$ cat config.mk
export PLATFORM = sky130hd
export DESIGN_NAME = low_power_mode_sequencer
export DESIGN_NICKNAME = d
export VERILOG_FILES = /design/src/core/pwr_seq_pkg.sv /design/src/core/clk_ctl_if.sv /design/src/core/low_power_mode_sequencer.sv /design/src/core/wake_sync.sv /design/src/core/clk_gate_gen.sv
export SDC_FILE = /design/constraint.sdc
export NUM_CORES = 1
export LEC_CHECK = 0
export BUFFER_PORTS_ARGS = -buffer_cell sky130_fd_sc_hd__buf_2
export CAP_MARGIN = 15
export CORE_UTILIZATION = 45
export DETAILED_ROUTE_END_ITERATION = 8
export GPL_TIMING_DRIVEN = 0
export PLACE_DENSITY_LB_ADDON = 0.1
export SYNTH_ARGS = -nofsm -noshare
export SYNTH_HDL_FRONTEND = slang
export SYNTH_SLANG_ARGS = --single-unit
export TNS_END_PERCENT = 1
$ cat constraint.sdc
create_clock -name mclk -period 2 [get_ports mclk]
set_clock_uncertainty 0.2 [all_clocks]
set_input_delay 0.3 -clock mclk [delete_from_list [all_inputs] [get_ports mclk]]
set_output_delay 0.3 -clock mclk [all_outputs]
set_load 0.02 [all_outputs]
$ cat src/core/pwr_seq_pkg.sv
package pwr_seq_pkg;

	typedef enum logic [2:0] {
		MODE_FULL_ON    = 3'b000,
		MODE_ACTIVE     = 3'b001,
		MODE_SLEEP      = 3'b010,
		MODE_DEEP_SLEEP = 3'b011,
		MODE_HIBERNATE  = 3'b100
	} pwr_mode_t;

	// Software requests, one-cycle pulse on req_valid
	typedef enum logic [1:0] {
		REQ_SLEEP      = 2'b00,
		REQ_DEEP_SLEEP = 2'b01,
		REQ_FULL_ON    = 2'b10,
		REQ_ACTIVE     = 2'b11
	} pwr_req_t;

	localparam int          REGULATOR_FIELD_A_W       = 2;
	localparam logic [1:0]  REGULATOR_FIELD_A_OFF     = 2'h0;
	localparam logic [1:0]  REGULATOR_FIELD_A_RESET   = 2'h3;
	localparam logic [1:0]  DIV_W        = 2'h2;
	localparam int          DIV_CNT_W    = 4;
	localparam logic [3:0]  SYS_DIV_RST  = 4'h1;
	localparam logic [2:0]  SYNC_STAGES  = 3'h2;

endpackage : pwr_seq_pkg

$ cat src/core/clk_ctl_if.sv
`timescale 1ns/10ps
interface clk_ctl_if;
	logic core_en;
	logic sys_en;
	logic bypass;
	logic core_gate;
	logic sys_gate;

	modport ctl (output core_en, output sys_en, output bypass, input core_gate, input sys_gate);
	modport gate (input core_en, input sys_en, input bypass, output core_gate, output sys_gate);
endinterface : clk_ctl_if

$ cat src/core/low_power_mode_sequencer.sv
// Notes on behaviour
// - Sleep stops core clock, keeps PLL and system clock running.
// - Sleep wake samples bypass select; not bypassed goes full-on.
// - Sleep wake with bypass selected goes to active.
// - No system DMA to level-one memory while asleep.
// - Deep sleep stops core clock and system clock.
// - Deep sleep blocks asynchronous peripherals from internal and external memory.
// - Deep sleep exits only on reset or RTC interrupt.
// - RTC interrupt in deep sleep moves to active.
// - Reset input in deep sleep moves to full-on.
// - Writing zero regulator frequency code enters hibernate, regulator off.
// - Hibernate stops both clocks and drives core supply to zero.
// - Hibernate puts external pins in high impedance.
// - Regulator restarts from hibernate only on RTC wake or reset pin.
// - Active mode bypasses PLL; both clocks run at input clock rate.
// - Disabled PLL must be re-enabled before full-on or sleep; only requests check pll_enable, wakes enter full-on without it.
`timescale 1ns/10ps
module low_power_mode_sequencer
	import pwr_seq_pkg::*;
(
	input  wire logic              mclk,
	input  wire logic              rst_n,
	input  wire logic              req_valid,
	input  wire pwr_req_t          req_mode,
	output logic                   req_ready,
	input  wire logic              reg_wr,
	input  wire logic [REGULATOR_FIELD_A_W-1:0] reg_regulator_field_a,
	input  wire logic              pll_bypass_sel,
	input  wire logic              pll_enable,
	input  wire logic [DIV_CNT_W-1:0] sys_div,
	input  wire logic              wake_event,
	input  wire logic              rtc_wake_async,
	input  wire logic              reset_pin_async,
	input  wire logic              dma_l1_req,
	output logic                   dma_l1_grant,
	input  wire logic              async_periph_req,
	output logic                   async_periph_grant,
	output logic                   core_clk_en,
	output logic                   system_clk_en,
	output logic                   pll_bypassed,
	output logic                   regulator_on,
	output logic                   core_supply_on,
	output logic                   pins_hiz,
	output logic [REGULATOR_FIELD_A_W-1:0]      regulator_field_a,
	output pwr_mode_t              mode
);
	clk_ctl_if cc ();

	logic      rtc_wake;
	logic      reset_wake;
	pwr_mode_t mode_q;
	pwr_mode_t mode_d;
	logic [REGULATOR_FIELD_A_W-1:0] regulator_field_a_q;
	logic [REGULATOR_FIELD_A_W-1:0] regulator_field_a_d;
	logic      grant_q;
	logic      grant_d;
	logic      agrant_q;
	logic      agrant_d;
	logic      hiz_q;
	logic      hiz_d;

	// Only the synchronised copies are used; raw pins never touch the FSM
	wake_sync u_rtc_sync (
		.mclk     (mclk),
		.rst_n    (rst_n),
		.async_in (rtc_wake_async),
		.sync_out (rtc_wake)
	);

	wake_sync u_rst_sync (
		.mclk     (mclk),
		.rst_n    (rst_n),
		.async_in (reset_pin_async),
		.sync_out (reset_wake)
	);

	clk_gate_gen u_gate (
		.mclk    (mclk),
		.rst_n   (rst_n),
		.sys_div (sys_div),
		.cc      (cc.gate)
	);

	always_comb begin
		mode_d = mode_q;
		regulator_field_a_d = regulator_field_a_q;
		if (reg_wr && mode_q != MODE_HIBERNATE)
			regulator_field_a_d = reg_regulator_field_a;
		case (mode_q)
			MODE_FULL_ON, MODE_ACTIVE: begin
				if (reg_wr && reg_regulator_field_a == REGULATOR_FIELD_A_OFF) begin
					mode_d = MODE_HIBERNATE;
				end else if (req_valid) begin
					case (req_mode)
						REQ_SLEEP: begin
							if (pll_enable)
								mode_d = MODE_SLEEP;
						end
						REQ_FULL_ON: begin
							if (pll_enable && !pll_bypass_sel)
								mode_d = MODE_FULL_ON;
						end
						REQ_ACTIVE:     mode_d = MODE_ACTIVE;
						REQ_DEEP_SLEEP: mode_d = MODE_DEEP_SLEEP;
						default:        mode_d = mode_q;
					endcase
				end
			end
			MODE_SLEEP: begin
				if (wake_event || rtc_wake || reset_wake)
					mode_d = pll_bypass_sel ? MODE_ACTIVE : MODE_FULL_ON;
			end
			MODE_DEEP_SLEEP: begin
				// Reset wins if both arrive together
				if (reset_wake)
					mode_d = MODE_FULL_ON;
				else if (rtc_wake)
					mode_d = MODE_ACTIVE;
			end
			MODE_HIBERNATE: begin
				// Core state is lost, so the regulator field returns to its reset code
				if (reset_wake) begin
					mode_d = MODE_FULL_ON;
					regulator_field_a_d = REGULATOR_FIELD_A_RESET;
				end else if (rtc_wake) begin
					mode_d = MODE_ACTIVE;
					regulator_field_a_d = REGULATOR_FIELD_A_RESET;
				end
			end
			default: mode_d = MODE_FULL_ON;
		endcase
		grant_d  = dma_l1_req && mode_d != MODE_SLEEP && mode_d != MODE_DEEP_SLEEP
			&& mode_d != MODE_HIBERNATE;
		agrant_d = async_periph_req && (mode_d == MODE_FULL_ON || mode_d == MODE_ACTIVE);
		hiz_d    = (mode_d == MODE_HIBERNATE);
	end

	always_ff @(posedge mclk) begin
		if (!rst_n) begin
			mode_q   <= MODE_FULL_ON;
			regulator_field_a_q   <= REGULATOR_FIELD_A_RESET;
			grant_q  <= 1'b0;
			agrant_q <= 1'b0;
			hiz_q    <= 1'b0;
		end else begin
			mode_q   <= mode_d;
			regulator_field_a_q   <= regulator_field_a_d;
			grant_q  <= grant_d;
			agrant_q <= agrant_d;
			hiz_q    <= hiz_d;
		end
	end

	always_comb begin
		cc.core_en = (mode_q == MODE_FULL_ON || mode_q == MODE_ACTIVE);
		cc.sys_en  = (mode_q == MODE_FULL_ON || mode_q == MODE_ACTIVE
			|| mode_q == MODE_SLEEP);
		cc.bypass  = (mode_q == MODE_ACTIVE);
	end

	assign req_ready          = (mode_q == MODE_FULL_ON || mode_q == MODE_ACTIVE);
	assign core_clk_en        = cc.core_gate;
	assign system_clk_en      = cc.sys_gate;
	assign pll_bypassed       = cc.bypass;
	assign regulator_on       = (mode_q != MODE_HIBERNATE);
	assign core_supply_on     = (mode_q != MODE_HIBERNATE);
	assign pins_hiz           = hiz_q;
	assign dma_l1_grant       = grant_q;
	assign async_periph_grant = agrant_q;
	assign regulator_field_a  = regulator_field_a_q;
	assign mode               = mode_q;
endmodule : low_power_mode_sequencer

$ cat src/core/wake_sync.sv
`timescale 1ns/10ps
module wake_sync (
	input  wire logic mclk,
	input  wire logic rst_n,
	input  wire logic async_in,
	output logic      sync_out
);
	logic meta_q;
	logic meta_d;
	logic sync_q;
	logic sync_d;

	always_comb begin
		meta_d = async_in;
		sync_d = meta_q;
	end

	always_ff @(posedge mclk) begin
		if (!rst_n) begin
			meta_q <= 1'b0;
			sync_q <= 1'b0;
		end else begin
			meta_q <= meta_d;
			sync_q <= sync_d;
		end
	end

	assign sync_out = sync_q;
endmodule : wake_sync

$ cat src/core/clk_gate_gen.sv
`timescale 1ns/10ps
module clk_gate_gen
	import pwr_seq_pkg::*;
(
	input  wire logic  mclk,
	input  wire logic  rst_n,
	input  wire logic  [DIV_CNT_W-1:0] sys_div,
	clk_ctl_if.gate    cc
);
	// Gates are clock-enable strobes sampled on mclk; registered so they never glitch
	logic [DIV_CNT_W-1:0] cnt_q;
	logic [DIV_CNT_W-1:0] cnt_d;
	logic                 core_q;
	logic                 core_d;
	logic                 sys_q;
	logic                 sys_d;
	logic                 tick;

	always_comb begin
		tick  = (cnt_q == '0);
		cnt_d = tick ? sys_div - DIV_CNT_W'(1) : cnt_q - DIV_CNT_W'(1);
		if (sys_div == '0)
			cnt_d = '0;
		core_d = cc.core_en;
		// Bypass runs both clocks at the input clock rate
		sys_d  = cc.sys_en & (cc.bypass | tick | (sys_div == '0));
	end

	always_ff @(posedge mclk) begin
		if (!rst_n) begin
			cnt_q  <= '0;
			core_q <= 1'b0;
			sys_q  <= 1'b0;
		end else begin
			cnt_q  <= cnt_d;
			core_q <= core_d;
			sys_q  <= sys_d;
		end
	end

	assign cc.core_gate = core_q;
	assign cc.sys_gate  = sys_q;
endmodule : clk_gate_gen

Word-level counts from Yosys, hierarchy flattened
Index checks and enable logic that the tools add are counted.
{"block": "classes", "n_addsub": 2, "bitwise_logic": 4, "muxes": 15, "n_reduce_logical": 22, "eq_ne": 13}
{"cell": "3-bit two-way mux", "n": 7}
{"cell": "3-bit one-hot mux with 4 select lines", "n": 1}
{"cell": "3-bit one-hot mux with 3 select lines", "n": 1}
{"cell": "4-bit logical NOT", "n": 2}
{"cell": "2-bit two-way mux", "n": 4}
{"cell": "4-bit by 1-bit subtractor with 4-bit output (second input constant)", "n": 2}
{"cell": "1-bit logical AND", "n": 7}
{"cell": "3-bit by 1-bit equality test with 1-bit output (second input constant)", "n": 2}
{"cell": "3-bit by 2-bit equality test with 1-bit output (second input constant)", "n": 2}
{"cell": "3-bit equality test (second input constant)", "n": 2}
{"cell": "3-bit logical NOT", "n": 2}
{"cell": "3-bit by 2-bit inequality test with 1-bit output (second input constant)", "n": 2}
{"cell": "3-bit inequality test (second input constant)", "n": 2}
{"cell": "2-bit OR reduction", "n": 3}
{"cell": "1-bit logical OR", "n": 5}
{"cell": "2-bit equality test (second input constant)", "n": 2}
{"cell": "2-bit logical NOT", "n": 2}
{"cell": "4-bit two-way mux", "n": 1}
{"cell": "2-bit by 1-bit equality test with 1-bit output (second input constant)", "n": 1}
{"cell": "1-bit bitwise OR", "n": 2}
{"cell": "1-bit bitwise AND", "n": 1}
{"cell": "1-bit logical NOT", "n": 1}
{"cell": "1-bit two-way mux", "n": 1}
{"cell": "1-bit NOT", "n": 1}
{"block": "word_totals", "inputBits": 19, "out_inout_bits": 14, "reg_bits": 18, "word_cells": 68}

Depth between registers and ports, before layout
{"block": "depth", "word_depth": 11, "mapped_depth": 5, "depth_no_buf": 5}

Modules after synthesis
A second synthesis with hierarchy kept.
{"block": "hier_totals", "cells_unflattened": 87, "area_unflattened_um2": 822.0}
{"mod": "low_power_mode_sequencer", "cells_each": 51, "seq_area_each_um2": 160.2, "n_inst": 1, "area_each_um2": 451.7}
{"mod": "clk_gate_gen", "cells_each": 28, "seq_area_each_um2": 120.1, "n_inst": 1, "area_each_um2": 265.3}
{"mod": "wake_sync", "cells_each": 4, "seq_area_each_um2": 40.0, "n_inst": 2, "area_each_um2": 52.6}

Worst setup path before layout
No wires, ideal clock.
{"block": "synth_path", "path_kind": "register to output", "startpoint": "register mode_q[1], in the netlist mode[1]", "endpoint": "output port pll_bypassed", "t_required_ps": 1500, "path_slack_ps": 324, "n_path_buf": 0, "arrival_ps": 1176, "path_stages_with_launch": 3, "path_cell_list": "dfxtp_1 > nor2_1 > and2_1"}
{"block": "synth_between", "elab_chain_len": 1}
{"item": "start, declared", "line": "low_power_mode_sequencer.sv:51", "source": "pwr_mode_t mode_q;"}
{"item": "start signal, assigned", "line": "low_power_mode_sequencer.sv:146", "source": "mode_q <= mode_d;"}
{"item": "3-bit by 1-bit equality test with 1-bit output", "line": "low_power_mode_sequencer.sv:158", "source": "cc.bypass = (mode_q == MODE_ACTIVE);"}
{"item": "end, declared", "line": "low_power_mode_sequencer.sv:40", "source": "output logic pll_bypassed,"}
Every way passes these cells.

Worst setup path after layout
{"block": "layout_path", "startpoint": "register mode_q[0], in the netlist mode[0]", "endpoint": "output port regulator_on"}
{"block": "layout_between", "elab_chain_len": 1}
{"item": "3-bit inequality test", "line": "low_power_mode_sequencer.sv:165", "source": "assign regulator_on = (mode_q != MODE_HIBERNATE);"}
{"item": "end, declared", "line": "low_power_mode_sequencer.sv:41", "source": "output logic regulator_on,"}
Every way passes these cells.

==> flow_metrics.tcl <==
set metrics [dict create \
    outcome "finished with violations" \
    violations "DRC" \
    pwr_density_cell_nw_per_um2 906 \
    synth_enable_flop_cells 0 \
    worst_setup_path_start_kind "flop" \
    finalWorstPathRequiredPeriod_ps 1910 \
    ff_latch_area_um2 362 \
    cp_top_family "buffers and inverters" \
    synth_ff_type "sky130_fd_sc_hd__dfxtp_1" \
    synth.yosys.seq_area_share_pct 45.4 \
    die-area_um2 1940 \
    setup_slack_ps 88.1 \
    combined_area_of_all_synthesized_cells_um2 795 \
    end_kind "primary output" \
    post-route-drc-count 4 \
    report.final.hold_viol_count 0 \
    setup-tns-final_ps 0 \
    die_y_um 44.0 \
    place_worst_setup_slack_ps 377 \
    critPathMaxStageDelay_ps 320 \
    maxCapViolCount 0 \
    report.final.setup_viol 0 \
    post-synth-top-area-cell "sky130_fd_sc_hd__dfxtp_1" \
    pin_count 33 \
    grt_pass1_vias 599 \
    crit_start "mode[0]" \
    synth-seq-cells 18 \
    worstMarginPinSlew_ps 362 \
    synth_cells 84 \
    flow.area_growth_from_synthesis_pct 27.4 \
    timing.critical_path.fanout_max 10 \
    tritoncts.num_buffers 3 \
    power.static_leakage_nw 0.459 \
    worst_setup_path_endpoint "regulator_on" \
    hold_depth 2 \
    syn_avg_cell_area_um2 9.46 \
    postRouteWirelength_um 1530 \
    die-width_um 44.0 \
    cp_max_stage_cell "sky130_fd_sc_hd__dfxtp_1" \
    syn-num-nets 104 \
    setup_repair_after_global_routing_missed_its_margin "no" \
    route.detailed.wl_per_inst_um 11.3 \
    final.period_utilization_pct 95.6 \
    antenna_cells_inserted 0 \
    first_pass_grt_wire_length_um 2350 \
    worstSetupPathType "reg -> out" \
    placement.cell_area_um2 975 \
    timing.reg2reg.worst_path_depth 5 \
    slew_headroom_pct 75.5 \
    path_depth 5 \
    avgViaCountPerCell 5.41 \
    dpl.hpwl_um 1190 \
    htree_num_levels 1 \
    tritoncts "done" \
    clk_latency_ps 290 \
    crit_arrival_ps 1410 \
    synth.top_cells.by_area "sky130_fd_sc_hd__dfxtp_1, sky130_fd_sc_hd__and2_1, sky130_fd_sc_hd__nand2_1" \
    crit_path_frequent_cell "sky130_fd_sc_hd__buf_2" \
    post-cts-setup-buffer-count 0 \
    floorplan.initialDensity_pct 50.4 \
    firstDrtPassIters 6 \
    r2r_slack_ps 360 \
    vdd_ir_drop_max_v 0.000608 \
    drive_above_1_share_pct 39.2 \
    slew_viol_final 0 \
    synth.top_cells.by_count "sky130_fd_sc_hd__dfxtp_1, sky130_fd_sc_hd__and2_1, sky130_fd_sc_hd__nand2_1" \
    path_cells "buf_2 -> nor3b_4 -> inv_1 -> buf_4 -> buf_2" \
    synthMostInstantiatedCell "sky130_fd_sc_hd__dfxtp_1" \
    buffering_stage_count_on_the_worst_path_with_inverters_included 4 \
    drtIter0Drc 16 \
    portion_of_synthesized_cell_area_occupied_by_the_leading_cell_type_pct 45.4 \
    detail-route-antenna-nets 0 \
    synth.lib_cells_used.distinct 36 \
    final.fill_count 141 \
    coreArea_um2 1580 \
    routabilityCongestion 0.746 \
    capture_point_of_the_worst_reg_to_reg_path "u_gate.cnt_q[2]" \
    grt_overflow 0 \
    clock-root-buffer "sky130_fd_sc_hd__clkbuf_4" \
    multi_input_area_um2 407 \
    clkSlewWorstSetupHoldPaths_ps 100 \
    finish.instance_area_um2 1010 \
    async_flop_share_pct 0 \
    io_buffers 32 \
    holdCritPathClass "in -> reg" \
    grt.total_usage_pct 16.7 \
    grt_max_degree 11 \
    grt_antenna_before_repair 0 \
    postCtsHoldBufs 0 \
    core.rowCount 14 \
    finalNetCount 141 \
    cts_max_path_buffers 2 \
    rr_startpoint "u_gate.cnt_q[1]" \
    vias 736 \
    clock_sinks 18 \
    ys_warn_count 0 \
    max_freq_mhz 523 \
    crit_required_ps 1500 \
]
-- timing repair --
item                       4_1_cts  5_1_grt
hold endpoints to repair         0        0
gates resized for setup          0        1
setup endpoints to repair        0        1
-- how the worst min path moves through the flow --
stage	from	to	slack [ps]
after global routing	rtc_wake_async	u_rtc_sync.meta_q	10
after global placement	u_rtc_sync.meta_q	u_rtc_sync.sync_out	220
after detailed placement	u_rst_sync.meta_q	u_rst_sync.sync_out	220
after CTS	rtc_wake_async	u_rtc_sync.meta_q	0.3
after floorplan	u_rst_sync.meta_q	u_rst_sync.sync_out	210
final	reset_pin_async	u_rst_sync.meta_q	10
-- worst register-to-register path, delay by kind of cell, from the launching register on --
family          cells  cell delay (ps)
fa+ha+maj           1              220
compound gates      1              130
simple gates        2              450
xor+xnor            1              190
flops               1              360
-- cells in the final DEF (no fill, tap or decap) --
| cell | n |
|---|---|
| sky130_fd_sc_hd__clkbuf_4 | 3 |
| sky130_fd_sc_hd__o32ai_1 | 1 |
| sky130_fd_sc_hd__o21ai_2 | 1 |
| sky130_fd_sc_hd__o32a_2 | 1 |
| sky130_fd_sc_hd__nor2_2 | 2 |
| sky130_fd_sc_hd__a22oi_1 | 1 |
| sky130_fd_sc_hd__dfxtp_1 | 17 |
| sky130_fd_sc_hd__o211ai_1 | 1 |
| sky130_fd_sc_hd__dfxtp_2 | 1 |
| sky130_fd_sc_hd__a21oi_1 | 4 |
| sky130_fd_sc_hd__o21bai_1 | 1 |
| sky130_fd_sc_hd__ha_1 | 1 |
| sky130_fd_sc_hd__nand3b_1 | 1 |
| sky130_fd_sc_hd__buf_4 | 1 |
| sky130_fd_sc_hd__a21boi_1 | 1 |
| sky130_fd_sc_hd__nor3b_4 | 1 |
| sky130_fd_sc_hd__o22ai_1 | 1 |
| sky130_fd_sc_hd__nand2_1 | 8 |
| sky130_fd_sc_hd__xor2_1 | 1 |
| sky130_fd_sc_hd__o311ai_0 | 1 |
| sky130_fd_sc_hd__mux2_4 | 1 |
| sky130_fd_sc_hd__o32ai_2 | 1 |
| sky130_fd_sc_hd__buf_2 | 33 |
| sky130_fd_sc_hd__nand3_1 | 1 |
| sky130_fd_sc_hd__nand2b_1 | 3 |
| sky130_fd_sc_hd__nor4b_1 | 2 |
| sky130_fd_sc_hd__o21ai_0 | 2 |
| sky130_fd_sc_hd__nor2_1 | 4 |
| sky130_fd_sc_hd__nor2b_1 | 1 |
| sky130_fd_sc_hd__o311ai_1 | 1 |
| sky130_fd_sc_hd__o31ai_1 | 1 |
| sky130_fd_sc_hd__or4_1 | 1 |
| sky130_fd_sc_hd__inv_1 | 3 |
| sky130_fd_sc_hd__clkbuf_8 | 1 |
| sky130_fd_sc_hd__nor3_1 | 4 |
| sky130_fd_sc_hd__or2_1 | 1 |
| sky130_fd_sc_hd__nor4_2 | 1 |
| sky130_fd_sc_hd__and2_1 | 9 |
| sky130_fd_sc_hd__clkbuf_1 | 1 |
-- power breakdown --
part	switching, mW	total [mW]	leakage, nW	internal [mW]
clock network	0.109	0.219	0.0210	0.111
logic	0.137	0.250	0.289	0.113
registers	0.0402	0.447	0.149	0.407
-- final cells by class --
type	count	share of cell area (%)
multi-input combinational	60	40.2
sequential	18	35.7
timing repair buffer	32	15.8
clock buffer	4	3.58
tap	16	1.98
buffer	3	1.61
inverter	3	1.11
-- registers in the layout, summed over array words and instances, names as in the netlist --
register,flops
async_periph_grant,1
dma_l1_grant,1
mode,3
pins_hiz,1
regulator_field_a,2
u_gate.cc.core_gate,1
u_gate.cc.sys_gate,1
u_gate.cnt_q,4
u_rst_sync.meta_q,1
u_rst_sync.sync_out,1
u_rtc_sync.meta_q,1
u_rtc_sync.sync_out,1
-- metrics by stage --
step / power [mW] / std cells / hold WS (ps) / utilization (%)
floorplan: 0.631 / 84 / 212 / -
global placement: 0.696 / 132 / 215 / 61.8
detailed placement: 0.705 / 132 / 220 / 61.8
CTS: 0.926 / 136 / 0.335 / 64.1
global route: 0.972 / 136 / 13.3 / 64.2
finish: 0.917 / 136 / 11.7 / 64.2
-- per-layer routing --
metal / vias to the layer above / routed length [um] / share of wire (%) / GRT usage [%]
li1: 373 / - / - / -
met1: 332 / 745 / 49 / 21.4
met2: 29 / 671 / 44 / 26.2
met3: 2 / 100 / 6.5 / 2.45
met4: 0 / 17 / 1.1 / 10.9
met5: - / 0 / 0 / 0
-- cells by family after synthesis --
kind of cell	after synthesis	share of synthesized area, %
xor gates and xnor gates	1	1.10
DFF	18	45.4
AOI/OAI and AO/OA	18	17.2
adders and majority gates	1	1.57
and+or+nand+nor	39	29.4
buffers and inverters	6	3.46
muxes	1	1.89
Power figures use the tool's default switching activity.
